--- config.mk ---
export PLATFORM = sky130hd
export DESIGN_NAME = device_state_control
export DESIGN_NICKNAME = d
export VERILOG_FILES = /design/src/common/dsc_pkg.sv /design/src/hdl/device_state_control.sv
export SDC_FILE = /design/constraint.sdc
export NUM_CORES = 1
export LEC_CHECK = 0
export BUFFER_PORTS_ARGS = -buffer_cell sky130_fd_sc_hd__buf_4
export CORE_UTILIZATION = 30
export DETAILED_ROUTE_END_ITERATION = 16
export PLACE_DENSITY = 0.56
export SLEW_MARGIN = 20
export SYNTH_ARGS = -nofsm -noshare
export SYNTH_HDL_FRONTEND = slang
export SYNTH_SLANG_ARGS = --single-unit
export TNS_END_PERCENT = 10
--- constraint.sdc ---
create_clock -name CLOCK -period 4.1 [get_ports CLOCK]
set_input_delay 0.615 -clock CLOCK [delete_from_list [all_inputs] [get_ports CLOCK]]
set_output_delay 0.615 -clock CLOCK [all_outputs]
set_load 0.01 [all_outputs]
--- src/common/dsc_pkg.sv ---
// shared constants for the device state and sequencing control block
package dsc_pkg;
   // register offsets on the serial control port
   localparam logic [7:0] ADDR_CTRL = 8'h24;
   localparam logic [7:0] ADDR_CTRL2 = 8'h25;
   // first control register fields
   localparam int B_SEQ_OFF = 7;
   localparam int B_RELOAD = 6;
   localparam int B_LOCK9 = 5;
   localparam int B_RST_PP = 3;
   localparam int B_HOLD = 2;
   localparam int B_SLP = 1;
   localparam int B_OFF = 0;
   // writable bits: lock is read-only, bit 4 reserved
   localparam logic [7:0] CTRL_WMASK = 8'hcf;
   localparam logic [7:0] CTRL_LOCK_MASK = 8'h20;
   // bits cleared on reaching OFF
   localparam logic [7:0] CTRL_OFF_CLR = 8'h07;
   // second control register fields
   localparam int B_SLP_EN = 7;
   localparam int B_IRQ_PP = 6;
   localparam int B_SLOT_HI = 5;
   localparam int B_SLOT_LO = 4;
   localparam int B_SLP_POL = 3;
   localparam int B_LP_OFF = 2;
   localparam int B_LP_RST = 1;
   localparam int B_IRQ_POL = 0;
   // programmed defaults, normally from one-time-programmable memory
   localparam logic [7:0] CTRL_OTP_DEF = 8'h40;
   localparam logic [7:0] CTRL2_OTP_DEF = 8'h70;
   // timing
   localparam int CLK_MHZ = 100;
   localparam int SLOT0_US = 30;
   localparam int SLOT1_US = 200;
   localparam int SLOT2_US = 500;
   localparam int SLOT3_MS = 2;
   localparam int LP_WARN_S = 4;
   localparam int LP_OFF_S = 5;
   localparam int SLOT0_CYCLES = SLOT0_US * CLK_MHZ;
   localparam int SLOT1_CYCLES = SLOT1_US * CLK_MHZ;
   localparam int SLOT2_CYCLES = SLOT2_US * CLK_MHZ;
   localparam int SLOT3_CYCLES = SLOT3_MS * 1000 * CLK_MHZ;
   localparam int LP_WARN_CYCLES = LP_WARN_S * 1000000 * CLK_MHZ;
   localparam int LP_OFF_CYCLES = LP_OFF_S * 1000000 * CLK_MHZ;
   // device states, gray along off-up-active-sleep
   typedef enum logic [2:0] {
      ST_OFF = 3'h0,
      ST_UP = 3'h1,
      ST_ACT = 3'h3,
      ST_SLP = 3'h2,
      ST_DOWN = 3'h7
   } dev_state_t;
endpackage

--- src/hdl/device_state_control.sv ---
// device state control: registers, power sequencer, long press, pads
//
// Behaviour
// - shutdown all at once, or one slot each in reverse start order
// - reload bit set restores register defaults on entering OFF
// - lock makes ninth regulator follow sequence only, control ignored
// - reset output pad is open-drain or push-pull by control bit
// - hold bit keeps device on without off requests; cleared in OFF
// - writing sleep-allow 0 wakes from SLEEP; bit cleared in OFF
// - writing sleep-allow 1 permits SLEEP when no off request pending
// - switch-off bit starts transition to OFF; cleared at OFF
// - reserved control bit reads zero, writes ignored
// - sleep pin ignored unless enabled; then acted on at chosen level
// - sleep polarity bit picks active high or active low pin
// - interrupt pad is open-drain or push-pull by control bit
// - slot field picks 30 us, 200 us, 500 us or 2 ms slots
// - button held low 4 s raises interrupt, 5 s enters OFF
// - long press with reset also reloads defaults; wins over plain
// - interrupt polarity 0 active low, 1 active high
// - button used as reset input ignores both long-press bits
// - both registers reset to programmed defaults on power-on reset
module device_state_control
   import dsc_pkg::*;
#(
   parameter int NUM_RES = 8,
   parameter int SLOT0_CYC = SLOT0_CYCLES,
   parameter int SLOT1_CYC = SLOT1_CYCLES,
   parameter int SLOT2_CYC = SLOT2_CYCLES,
   parameter int SLOT3_CYC = SLOT3_CYCLES,
   parameter int LP_WARN_CYC = LP_WARN_CYCLES,
   parameter int LP_OFF_CYC = LP_OFF_CYCLES,
   parameter logic [7:0] CTRL_DEF = CTRL_OTP_DEF,
   parameter logic [7:0] CTRL2_DEF = CTRL2_OTP_DEF
) (
   input wire logic CLOCK,
   input wire logic RST_N,
   input wire logic [7:0] REG_ADDR,
   input wire logic [7:0] REG_WDATA,
   input wire logic REG_WE,
   input wire logic REG_RE,
   output logic [7:0] REG_RDATA,
   input wire logic ON_REQUEST,
   input wire logic SLEEP_IN,
   input wire logic POWER_BUTTON_IN_N,
   input wire logic BUTTON_IS_RESET,
   input wire logic IRQ_REQ,
   input wire logic NINTH_REG_REQ,
   output logic [NUM_RES-1:0] RESOURCE_EN,
   output logic NINTH_REG_EN,
   output logic IRQ_PAD_O,
   output logic IRQ_PAD_OE,
   output logic POWER_ON_RESET_OUT_N_O,
   output logic POWER_ON_RESET_OUT_N_OE,
   output logic [2:0] DEVICE_STATE,
   output logic LONG_PRESS_WARN
);
   localparam int SLW = $clog2(SLOT3_CYC + 1);
   localparam int LPW = $clog2(LP_OFF_CYC + 1);
   localparam int IW = $clog2(NUM_RES);
   localparam logic [IW-1:0] LAST_RES = IW'(NUM_RES - 1);

   // refuse settings the counters cannot serve
   if (NUM_RES < 2 || SLOT0_CYC < 1 || SLOT0_CYC > SLOT1_CYC ||
       SLOT1_CYC > SLOT2_CYC || SLOT2_CYC > SLOT3_CYC ||
       LP_WARN_CYC < 1 || LP_WARN_CYC >= LP_OFF_CYC) begin : g_chk
      $error("device_state_control: bad parameter set");
   end

   // last count of a slot for a given length code
   function automatic logic [SLW-1:0] slot_last(input logic [1:0] sel);
      case (sel)
         2'h0: slot_last = SLW'(SLOT0_CYC - 1);
         2'h1: slot_last = SLW'(SLOT1_CYC - 1);
         2'h2: slot_last = SLW'(SLOT2_CYC - 1);
         default: slot_last = SLW'(SLOT3_CYC - 1);
      endcase
   endfunction

   // pad drive {out, enable}; open-drain only ever pulls low
   function automatic logic [1:0] pad_drive(input logic active,
                                            input logic act_high,
                                            input logic push_pull);
      logic level;
      level = active ~^ act_high;
      if (push_pull) begin
         pad_drive = {level, 1'b1};
      end else begin
         pad_drive = {1'b0, ~level};
      end
   endfunction

   logic [7:0] ctrl;
   logic [7:0] ctrl2;
   dev_state_t state;
   dev_state_t next_state;
   logic [SLW-1:0] slot_cnt;
   logic [IW-1:0] slot_idx;
   logic [LPW-1:0] lp_cnt;
   logic lp_warn;
   logic lp_off_flag;
   logic off_rst_flag;

   // field decode
   wire seq_sel = ctrl[B_SEQ_OFF];
   wire reload_sel = ctrl[B_RELOAD];
   wire lock9 = ctrl[B_LOCK9];
   wire hold = ctrl[B_HOLD];
   wire slp_allow = ctrl[B_SLP];
   wire sw_off = ctrl[B_OFF];
   wire slp_en = ctrl2[B_SLP_EN];
   wire slp_pol = ctrl2[B_SLP_POL];
   wire [1:0] slot_sel = ctrl2[B_SLOT_HI:B_SLOT_LO];

   // register strobes; reserved and lock bits cannot be written
   wire wr_ctrl = REG_WE && (REG_ADDR == ADDR_CTRL);
   wire wr_ctrl2 = REG_WE && (REG_ADDR == ADDR_CTRL2);
   wire [7:0] ctrl_wval = (REG_WDATA & CTRL_WMASK) |
                          (ctrl & CTRL_LOCK_MASK);
   wire [7:0] rd_val = (REG_ADDR == ADDR_CTRL) ? ctrl :
                       (REG_ADDR == ADDR_CTRL2) ? ctrl2 : 8'h00;

   // sleep pin qualified by enable and polarity
   wire sleep_pin = slp_en && (SLEEP_IN ^ slp_pol);
   wire sleep_go = slp_allow && (!slp_en || sleep_pin);

   // long press, not while the button serves as a reset input
   wire lp_allowed = (ctrl2[B_LP_OFF] || ctrl2[B_LP_RST]) &&
                     !BUTTON_IS_RESET;
   wire on_state = (state == ST_ACT) || (state == ST_SLP);
   wire pressing = lp_allowed && !POWER_BUTTON_IN_N && on_state;
   wire hit_warn = pressing && (lp_cnt == LPW'(LP_WARN_CYC - 1));
   wire hit_off = pressing && (lp_cnt == LPW'(LP_OFF_CYC - 1));

   // switch-off causes and staying-on terms
   wire off_any = sw_off || off_rst_flag || lp_off_flag;
   wire stay_on = ON_REQUEST || hold;
   wire in_seq = (state == ST_UP) || (state == ST_DOWN);
   wire slot_tick = in_seq && (slot_cnt == slot_last(slot_sel));
   wire last_slot = slot_idx == LAST_RES;
   wire enter_off = (next_state == ST_OFF) && (state != ST_OFF);
   wire reload = enter_off && (reload_sel || off_rst_flag);
   wire [1:0] irq_pad = pad_drive(IRQ_REQ || lp_warn, ctrl2[B_IRQ_POL],
                                  ctrl2[B_IRQ_PP]);
   wire [1:0] rst_pad = pad_drive(!on_state, 1'b0,
                                  ctrl[B_RST_PP]);

   // next device state
   always_comb begin
      next_state = state;
      case (state)
         ST_OFF: begin
            if (ON_REQUEST) begin
               next_state = ST_UP;
            end
         end
         ST_UP: begin
            if (slot_tick && last_slot) begin
               next_state = ST_ACT;
            end
         end
         ST_ACT: begin
            if (off_any || !stay_on) begin
               next_state = ST_DOWN;
            end else if (sleep_go) begin
               next_state = ST_SLP;
            end
         end
         ST_SLP: begin
            if (off_any || !stay_on) begin
               next_state = ST_DOWN;
            end else if (!sleep_go) begin
               next_state = ST_ACT;
            end
         end
         ST_DOWN: begin
            if (!seq_sel || (slot_tick && last_slot)) begin
               next_state = ST_OFF;
            end
         end
         default: next_state = ST_OFF;
      endcase
   end

   // state register
   always_ff @(posedge CLOCK or negedge RST_N) begin
      if (!RST_N) begin
         state <= ST_OFF;
      end else begin
         state <= next_state;
      end
   end

   // slot timer, cleared outside sequencing and on state change
   always_ff @(posedge CLOCK or negedge RST_N) begin
      if (!RST_N) begin
         slot_cnt <= '0;
         slot_idx <= '0;
      end else if (!in_seq || next_state != state) begin
         slot_cnt <= '0;
         slot_idx <= '0;
      end else if (slot_tick) begin
         slot_cnt <= '0;
         slot_idx <= slot_idx + 1'b1;
      end else begin
         slot_cnt <= slot_cnt + 1'b1;
      end
   end

   // resources: one enabled per slot, released in reverse order or all at once
   always_ff @(posedge CLOCK or negedge RST_N) begin
      if (!RST_N) begin
         RESOURCE_EN <= '0;
      end else if (state == ST_UP && slot_tick) begin
         RESOURCE_EN[slot_idx] <= 1'b1;
      end else if (state == ST_DOWN && !seq_sel) begin
         RESOURCE_EN <= '0;
      end else if (state == ST_DOWN && slot_tick) begin
         RESOURCE_EN[LAST_RES - slot_idx] <= 1'b0;
      end
   end

   // long-press timer restarts whenever the press ends
   always_ff @(posedge CLOCK or negedge RST_N) begin
      if (!RST_N) begin
         lp_cnt <= '0;
      end else if (!pressing) begin
         lp_cnt <= '0;
      end else if (!hit_off && lp_cnt != LPW'(LP_OFF_CYC - 1)) begin
         lp_cnt <= lp_cnt + 1'b1;
      end
   end

   // long-press flags; set wins, reset variant has priority
   always_ff @(posedge CLOCK or negedge RST_N) begin
      if (!RST_N) begin
         lp_warn <= 1'b0;
         lp_off_flag <= 1'b0;
         off_rst_flag <= 1'b0;
      end else begin
         if (hit_warn) begin
            lp_warn <= 1'b1;
         end else if (POWER_BUTTON_IN_N || !on_state) begin
            lp_warn <= 1'b0;
         end
         if (hit_off && ctrl2[B_LP_RST]) begin
            off_rst_flag <= 1'b1;
         end else if (hit_off) begin
            lp_off_flag <= 1'b1;
         end else if (state == ST_OFF) begin
            off_rst_flag <= 1'b0;
            lp_off_flag <= 1'b0;
         end
      end
   end

   // control registers; a host write in the same cycle wins over clears
   always_ff @(posedge CLOCK or negedge RST_N) begin
      if (!RST_N) begin
         ctrl <= CTRL_DEF & ~8'h10;
         ctrl2 <= CTRL2_DEF;
      end else begin
         if (wr_ctrl) begin
            ctrl <= ctrl_wval;
         end else if (reload) begin
            ctrl <= CTRL_DEF & ~(CTRL_OFF_CLR | 8'h10);
         end else if (enter_off) begin
            ctrl <= ctrl & ~CTRL_OFF_CLR;
         end
         if (wr_ctrl2) begin
            ctrl2 <= REG_WDATA;
         end else if (reload) begin
            ctrl2 <= CTRL2_DEF;
         end
      end
   end

   // ninth regulator: sequence-owned when locked
   always_ff @(posedge CLOCK or negedge RST_N) begin
      if (!RST_N) begin
         NINTH_REG_EN <= 1'b0;
      end else if (state == ST_OFF) begin
         NINTH_REG_EN <= 1'b0;
      end else if (lock9) begin
         NINTH_REG_EN <= 1'b1;
      end else begin
         NINTH_REG_EN <= NINTH_REG_REQ;
      end
   end

   // registered outputs; irq pad starts released, reset pad driven low whenever the state is not ACTIVE or SLEEP
   always_ff @(posedge CLOCK or negedge RST_N) begin
      if (!RST_N) begin
         REG_RDATA <= 8'h00;
         IRQ_PAD_O <= 1'b0;
         IRQ_PAD_OE <= 1'b0;
         POWER_ON_RESET_OUT_N_O <= 1'b0;
         POWER_ON_RESET_OUT_N_OE <= 1'b1;
         DEVICE_STATE <= ST_OFF;
         LONG_PRESS_WARN <= 1'b0;
      end else begin
         if (REG_RE) begin
            REG_RDATA <= rd_val;
         end
         IRQ_PAD_O <= irq_pad[1];
         IRQ_PAD_OE <= irq_pad[0];
         POWER_ON_RESET_OUT_N_O <= rst_pad[1];
         POWER_ON_RESET_OUT_N_OE <= rst_pad[0];
         DEVICE_STATE <= state;
         LONG_PRESS_WARN <= lp_warn;
      end
   end
endmodule // device_state_control

==> results of run 1 <==
## logic make-up (layout without fill, tap and decap cells)
family,Yosys count,after routing,synth area share (%)
AO/OA/AOI/OAI,56,56,7.87
XOR/XNOR,50,50,9.13
adder cells (fa/ha/maj),8,8,2.09
buffers and inverters,39,87,3.91
flip-flops,95,95,49.7
multiplexers,18,18,3.78
AND/OR/NAND/NOR,207,207,23.5
## power by group
| group | internal [mW] | switching (mW) |
|---|---|---|
| logic | 0.0814 | 0.0879 |
| registers | 0.981 | 0.0520 |
| clock network | 0.573 | 0.367 |
## per-stage QoR
stage          hold WS, ns  std cells
2_1_floorplan        0.319        473
3_3_place_gp         0.399        716
3_5_place_dp         0.393        716
4_1_cts              0.408        732
5_1_grt              0.364        732
6_report             0.310        732
## layout make-up
| class | count | area share (%) |
|---|---|---|
| inverter | 20 | 1.32 |
| multi-input combinational | 339 | 39.3 |
| clock buffer | 11 | 4.45 |
| tap | 211 | 4.65 |
| sequential | 95 | 42.0 |
| timing repair buffer | 51 | 6.81 |
| clock inverter | 5 | 1.52 |
## final timing paths
path                                                     endpoint  slack (ns)  depth (start not counted)
min in group CLOCK                      LONG_PRESS_WARN$_DFF_PN0_        0.40                          0
max in group asynchronous       POWER_ON_RESET_OUT_N_OE$_DFF_PN1_        3.02                          2
worst min register to register          LONG_PRESS_WARN$_DFF_PN0_        0.40                          0
worst max-delay path                       slot_cnt[13]$_DFF_PN0_        1.29                          8
worst min-delay path                       slot_cnt[14]$_DFF_PN0_        0.31                          1
worst max register to register             slot_cnt[13]$_DFF_PN0_        1.29                          8
## sequential cells by signal (all words and copies together) (netlist names), 3 cells and up
| name | flops |
|---|---|
| lp_cnt | 29 |
| slot_cnt | 18 |
| REG_RDATA | 8 |
| RESOURCE_EN | 8 |
| ctrl2 | 8 |
| ctrl | 6 |
| DEVICE_STATE | 3 |
| slot_idx | 3 |
| state | 3 |
## cells in the mapped netlist, types with 8 or more instances
| cell type | instances |
|---|---|
| dfrtp_1 | 90 |
| nor2_1 | 71 |
| xor2_1 | 32 |
| nand2_1 | 28 |
| and3_1 | 23 |
| inv_1 | 20 |
| xnor2_1 | 18 |
| mux2i_1 | 17 |
| nand3_1 | 16 |
| nand4_1 | 13 |
| o22ai_1 | 12 |
| clkbuf_1 | 10 |
| a21oi_1 | 9 |
| nor3_1 | 9 |
| a31oi_1 | 8 |
| ha_1 | 8 |
## cell usage in the layout (no fill, tap or decap), types with 3 or more instances in the layout
cell / count
a211o_1: 3
a21oi_1: 9
a31oi_1: 8
and2_1: 4
and3_1: 23
and4_1: 6
and4bb_2: 3
buf_4: 50
clkbuf_16: 9
dfrtp_1: 90
dfstp_2: 5
ha_1: 8
inv_1: 20
mux2i_1: 17
nand2_1: 27
nand2b_1: 4
nand3_1: 16
nand3_2: 3
nand4_1: 13
nor2_1: 71
nor2b_1: 3
nor3_1: 9
nor4_1: 4
o21ai_0: 5
o21ai_1: 5
o22ai_1: 12
xnor2_1: 18
xor2_1: 32
## metal layers
| layer | up-vias | wire, um | track usage [%] | share of wire, % |
|---|---|---|---|---|
| li1 | 1739 | - | - | - |
| met1 | 1743 | 4820 | 18.1 | 45 |
| met2 | 60 | 5140 | 23.1 | 48 |
| met3 | 16 | 460 | 4.49 | 4.3 |
| met4 | 0 | 206 | 5.05 | 1.9 |
| met5 | - | 0 | 0 | 0 |
==> out/qor.yml, run 1 <==
critical_path:
  path_buf_inv: 1
  r2r-start: "ctrl2[4]$_DFFE_PN1P_"
  slowest_stage: "dfstp_2"
  critical_path_class: "reg -> reg"
  cp_data_required_time_ns: 4.31
  start_kind: "flop"
  critPathMaxFanout: 18
  critPathCaptureType: "flop"
  max_stage_delay_ns: 0.59
  cp_top_family: "simple AND/OR/NAND/NOR gates"
  cp-startpoint: "ctrl2[4]$_DFFE_PN1P_"
  crit_arrival_ns: 3.02
  path_cells: "inv_1 -> ha_1 -> a211oi_1 -> nand4_1 -> nor3_1 -> nand3_2 -> nand2b_1 -> nor2_1"
outcome:
  status: "completed"
final_layout:
  nFillCells: 1595
  design_area_um2: 5680
  drive_gt1_share_pct: 17.5
  nets: 550
  multi_input_area_um2: 2230
  utilization_pct: 36.8
  areaGrowthSynthToFinish_pct: 18.3
  antenna_cells: 0
  register_area_um2: 2380
die:
  dieArea_um2: 16500
  ios: 51
  start_util_pct: 31.1
  core_area_um2: 15400
  num_rows: 45
  die_h_um: 128
  die_w_um: 128
sta:
  final.setup_skew_ns: 0.00815
  drv_slew: 0
  worstMarginPinSlew_ns: 0.733
  rsz0062_at_grt: "no"
  fmax_mhz: 356
  finalSetupViolations: 0
  worst_slack_ns: 1.29
  fin_crit_ns: 2.81
  tns_ns: 0
  max_slew_margin_pct: 51.1
  hold_viol: 0
  finalCritPeriodShare_pct: 68.5
yosys:
  async_flop_share_pct: 100
  ys_warn_count: 0
  syn_nets: 507
  syn_area_per_cell_um2: 10.1
  yosysTopAreaCell: "dfrtp_1"
  synth_edf_count: 0
  ys_ff_latch: 95
  synthesis.area_um2: 4800
  synth_cells: 473
  synth_area_leaders: "dfrtp_1, xor2_1, nor2_1, mux2i_1, xnor2_1"
  yosysTopAreaCellShare_pct: 46.9
  synth_ff_type: "dfrtp_1"
  synth_cell_type_count: 58
  ys_seq_area_share_pct: 49.7
detailed_routing:
  drt_first_pass_iters: 4
  routed_wl_um: 10600
  ant_nets: 0
  num_vias: 3558
  first_iter_violations: 187
  routed_via_density: 4.86
  wire_per_inst_um: 14.5
  drc: 0
clock_tree:
  ctsRootBufferMaster: "clkbuf_16"
  clkTransAtPathRegs_ns: 0.06
  postCtsSetupBuffers: 0
  numCtsBuffers: 9
  postCtsResizedCells: 0
  clk_latency_ns: 0.35
  cts_tree: "yes"
  numClockSinks: 95
  cts_buffer_depth: 2
  cts_htree_levels: 3
  ctsHoldBuffers: 0
power_and_ir_drop:
  total_power_mw: 2.14
  p_leak_nw: 2.58
  ir_drop_v: 0.000201
  power.density_nw_per_um2: 377
grt:
  antenna_found_initial: 0
  grt_pass1_vias: 3676
  grt-ovfl-total: 0
  grt_pass1_wl_um: 18400
  grt_max_degree: 82
  grt_use_total_pct: 14.3
worst_hold_path:
  hold_path.class: "in -> async"
flow_run:
  maxCapViolCount: 0
placed_design:
  postPlaceCellArea_um2: 5330
  numPortBuffers: 50
  preCtsSetupSlack_ns: 1.28
  post-dp-hpwl_um: 7580
  gp_congestion: 0.844
Power figures use the tool's default switching activity.
==> run 2: changes to the inputs <==
Settings changed: PLACE_DENSITY 0.56 to 0.58.
Clock period 4.1 ns to 2.5 ns, I/O delays scaled along.
==> out/qor.yml, run 2 (same netlist as run 1, synthesis figures left out) <==
grt:
  grt_use_total_pct: 13.4  # -0.94 points
  antenna_found_initial: 0  # unchanged
  grt-ovfl-total: 0  # unchanged
  grt_pass1_wl_um: 17300  # -5.9%
  grt_max_degree: 47  # -43%
  grt_pass1_vias: 3414  # -7.1%
final_layout:
  antenna_cells: 0  # unchanged
  drive_gt1_share_pct: 19.0  # +1.5 points
  multi_input_area_um2: 2240  # +0.56%
  stdcell_count: 743  # +1.5%
  areaGrowthSynthToFinish_pct: 19.2
  final_common_cell: "dfrtp_1"
  nets: 561  # +2.0%
  nFillCells: 1546  # -3.1%
  largest_reg_flops: 29  # unchanged
  final_cell_mix: "dfrtp_1, nor2_1, buf_4"
  largestRegisters: "lp_cnt x29, slot_cnt x18"
  largest_register: "lp_cnt"
  register_area_um2: 2380  # unchanged
die:
  core_area_um2: 15400  # unchanged
  die_h_um: 128  # unchanged
  dieArea_um2: 16500  # unchanged
  ios: 51  # unchanged
  die_w_um: 128  # unchanged
  start_util_pct: 31.1  # unchanged
  num_rows: 45  # unchanged
placed_design:
  gp_congestion: 0.837  # -0.88%
  dp_cells: 725  # +1.3%
  post-dp-hpwl_um: 7620  # +0.57%
  numPortBuffers: 50  # unchanged
critical_path:
  cp_data_required_time_ns: 2.72  # -1.59 ns
  slowest_stage: "dfstp_2"
  path_cells: "inv_1 -> ha_1 -> a211oi_1 -> nand4_1 -> nor3_2 -> nand3_2 -> o311ai_0 -> o21ai_1"
  critPathMaxFanout: 7  # -11
  max_stage_delay_ns: 0.53  # -0.06 ns
  cp_top_family: "compound AO/OA/AOI/OAI gates"
  start_kind: "flop"
  crit_arrival_ns: 2.59  # -0.43 ns
  critical_path_class: "reg -> reg"
  critPathCaptureType: "flop"
  path_buf_inv: 1  # unchanged
power_and_ir_drop:
  power.density_nw_per_um2: 575  # +52%
  ir_drop_v: 0.000360  # +79%
  p_leak_nw: 2.60  # +1.0%
clock_tree:
  postCtsSetupBuffers: 0  # unchanged
  numCtsBuffers: 9  # unchanged
  clk_latency_ns: 0.34  # about the same
  cts_buffer_depth: 2  # unchanged
  ctsRootBufferMaster: "clkbuf_16"
  numClockSinks: 95  # unchanged
  cts_htree_levels: 3  # unchanged
  cts_tree: "yes"
  clkTransAtPathRegs_ns: 0.07  # about the same
outcome:
  status: "completed"
detailed_routing:
  drc: 0  # unchanged
  routed_wl_um: 10500  # -1.0%
  num_vias: 3567  # +0.25%
  first_iter_violations: 186  # -0.53%
  routed_via_density: 4.80  # -1.2%
  ant_nets: 0  # unchanged
  drt_first_pass_iters: 4  # unchanged
  wire_per_inst_um: 14.2  # -2.5%
sta:
  final.setup_skew_ns: 0.00838  # +0.000235 ns
  worstMarginPinSlew_ns: 0.472  # -0.261 ns
  finalCritPeriodShare_pct: 95.1  # +27 points
  hold_viol: 0  # unchanged
  fin_crit_ns: 2.38  # -0.432 ns
  worst_hold_slack_ns: 0.285  # -0.0244 ns
  drv_slew: 0  # unchanged
  max_slew_margin_pct: 68.5  # +17 points
  rsz0062_at_grt: "yes"
  fmax_mhz: 420  # +18%
  finalSetupViolations: 0  # unchanged
worst_hold_path:
  hold_path.class: "in -> reg"
flow_run:
  maxCapViolCount: 0  # unchanged
## run 2: cell count changes in the layout (fill, tap and decap cells not counted), sizes merged
| cell | before | now |
|---|---|---|
| inv | 22 | 21 |
| dlygate4sd3 | 0 | 1 |
| clkinvlp | 0 | 1 |
| bufinv | 2 | 0 |
| buf | 51 | 60 |
| nand3 | 19 | 20 |
| clkbuf | 11 | 10 |
| clkinv | 1 | 4 |
## run 2: worst paths after layout
path,from,endpoint,slack [ns],cells past startpoint
max reg2reg,ctrl2[4]$_DFFE_PN1P_,RESOURCE_EN[0]$_DFFE_PN0P_,0.12,8
min reg2reg,lp_warn$_DFFE_PN0P_,LONG_PRESS_WARN$_DFF_PN0_,0.42,0
min,REG_WDATA[3],ctrl2[3]$_DFFE_PN0P_,0.29,3
max in group asynchronous,RST_N,ctrl2[6]$_DFFE_PN1P_,1.31,3
max,ctrl2[4]$_DFFE_PN1P_,RESOURCE_EN[0]$_DFFE_PN0P_,0.12,8
min in group asynchronous,RST_N,REG_RDATA[3]$_DFFE_PN0P_,0.51,2
## run 2: worst min-delay path: stages
cell and delay [ns]:
buf_4 0.09, mux2i_1 0.05, nor2_1 0.08
## run 2: cell type report
class	count	share of cell area, %
flip-flops and latches	95	41.7
clock inverters	6	0.766
inverters	20	1.31
clock buffers	10	4.18
multi-input cells	340	39.2
well taps	211	4.62
repair buffers	61	8.27
## run 2: what timing repair did
action	in CTS	in global routing
resized for setup	0	2
endpoints found under the hold margin	24	0
hold buffers	1	0
setup endpoints to repair	0	18
## run 2: where the power goes
part | internal [mW] | switching, mW
sequential | 1.61 | 0.0834
clock | 0.705 | 0.594
combinational | 0.142 | 0.158
total | 2.45 | 0.835
## run 2: per-stage QoR
stage | setup slack [ns] | total power [mW] | area [um2] | util (%) | TNS (ns)
6_report | 0.122 | 3.29 | 5720 | 37.1 | 0
5_1_grt | -0.0379 | 3.45 | 5720 | 37.1 | -0.123
4_1_cts | 0.0266 | 3.33 | 5710 | 37.0 | 0
3_5_place_dp | 0.0316 | 2.01 | 5410 | 35.1 | 0
3_3_place_gp | 0.114 | 2.00 | 5410 | 35.1 | 0
2_1_floorplan | 0.239 | 1.88 | 4800 | - | 0
## run 2: routing by layer
metal  track usage (%)  vias up  share of wire (%)
li1                  -     1761                  -
met1              17.6     1745                 47
met2              21.8       53                 49
met3              3.66        8                2.9
met4              3.18        0               0.74
met5                 0        -                  0
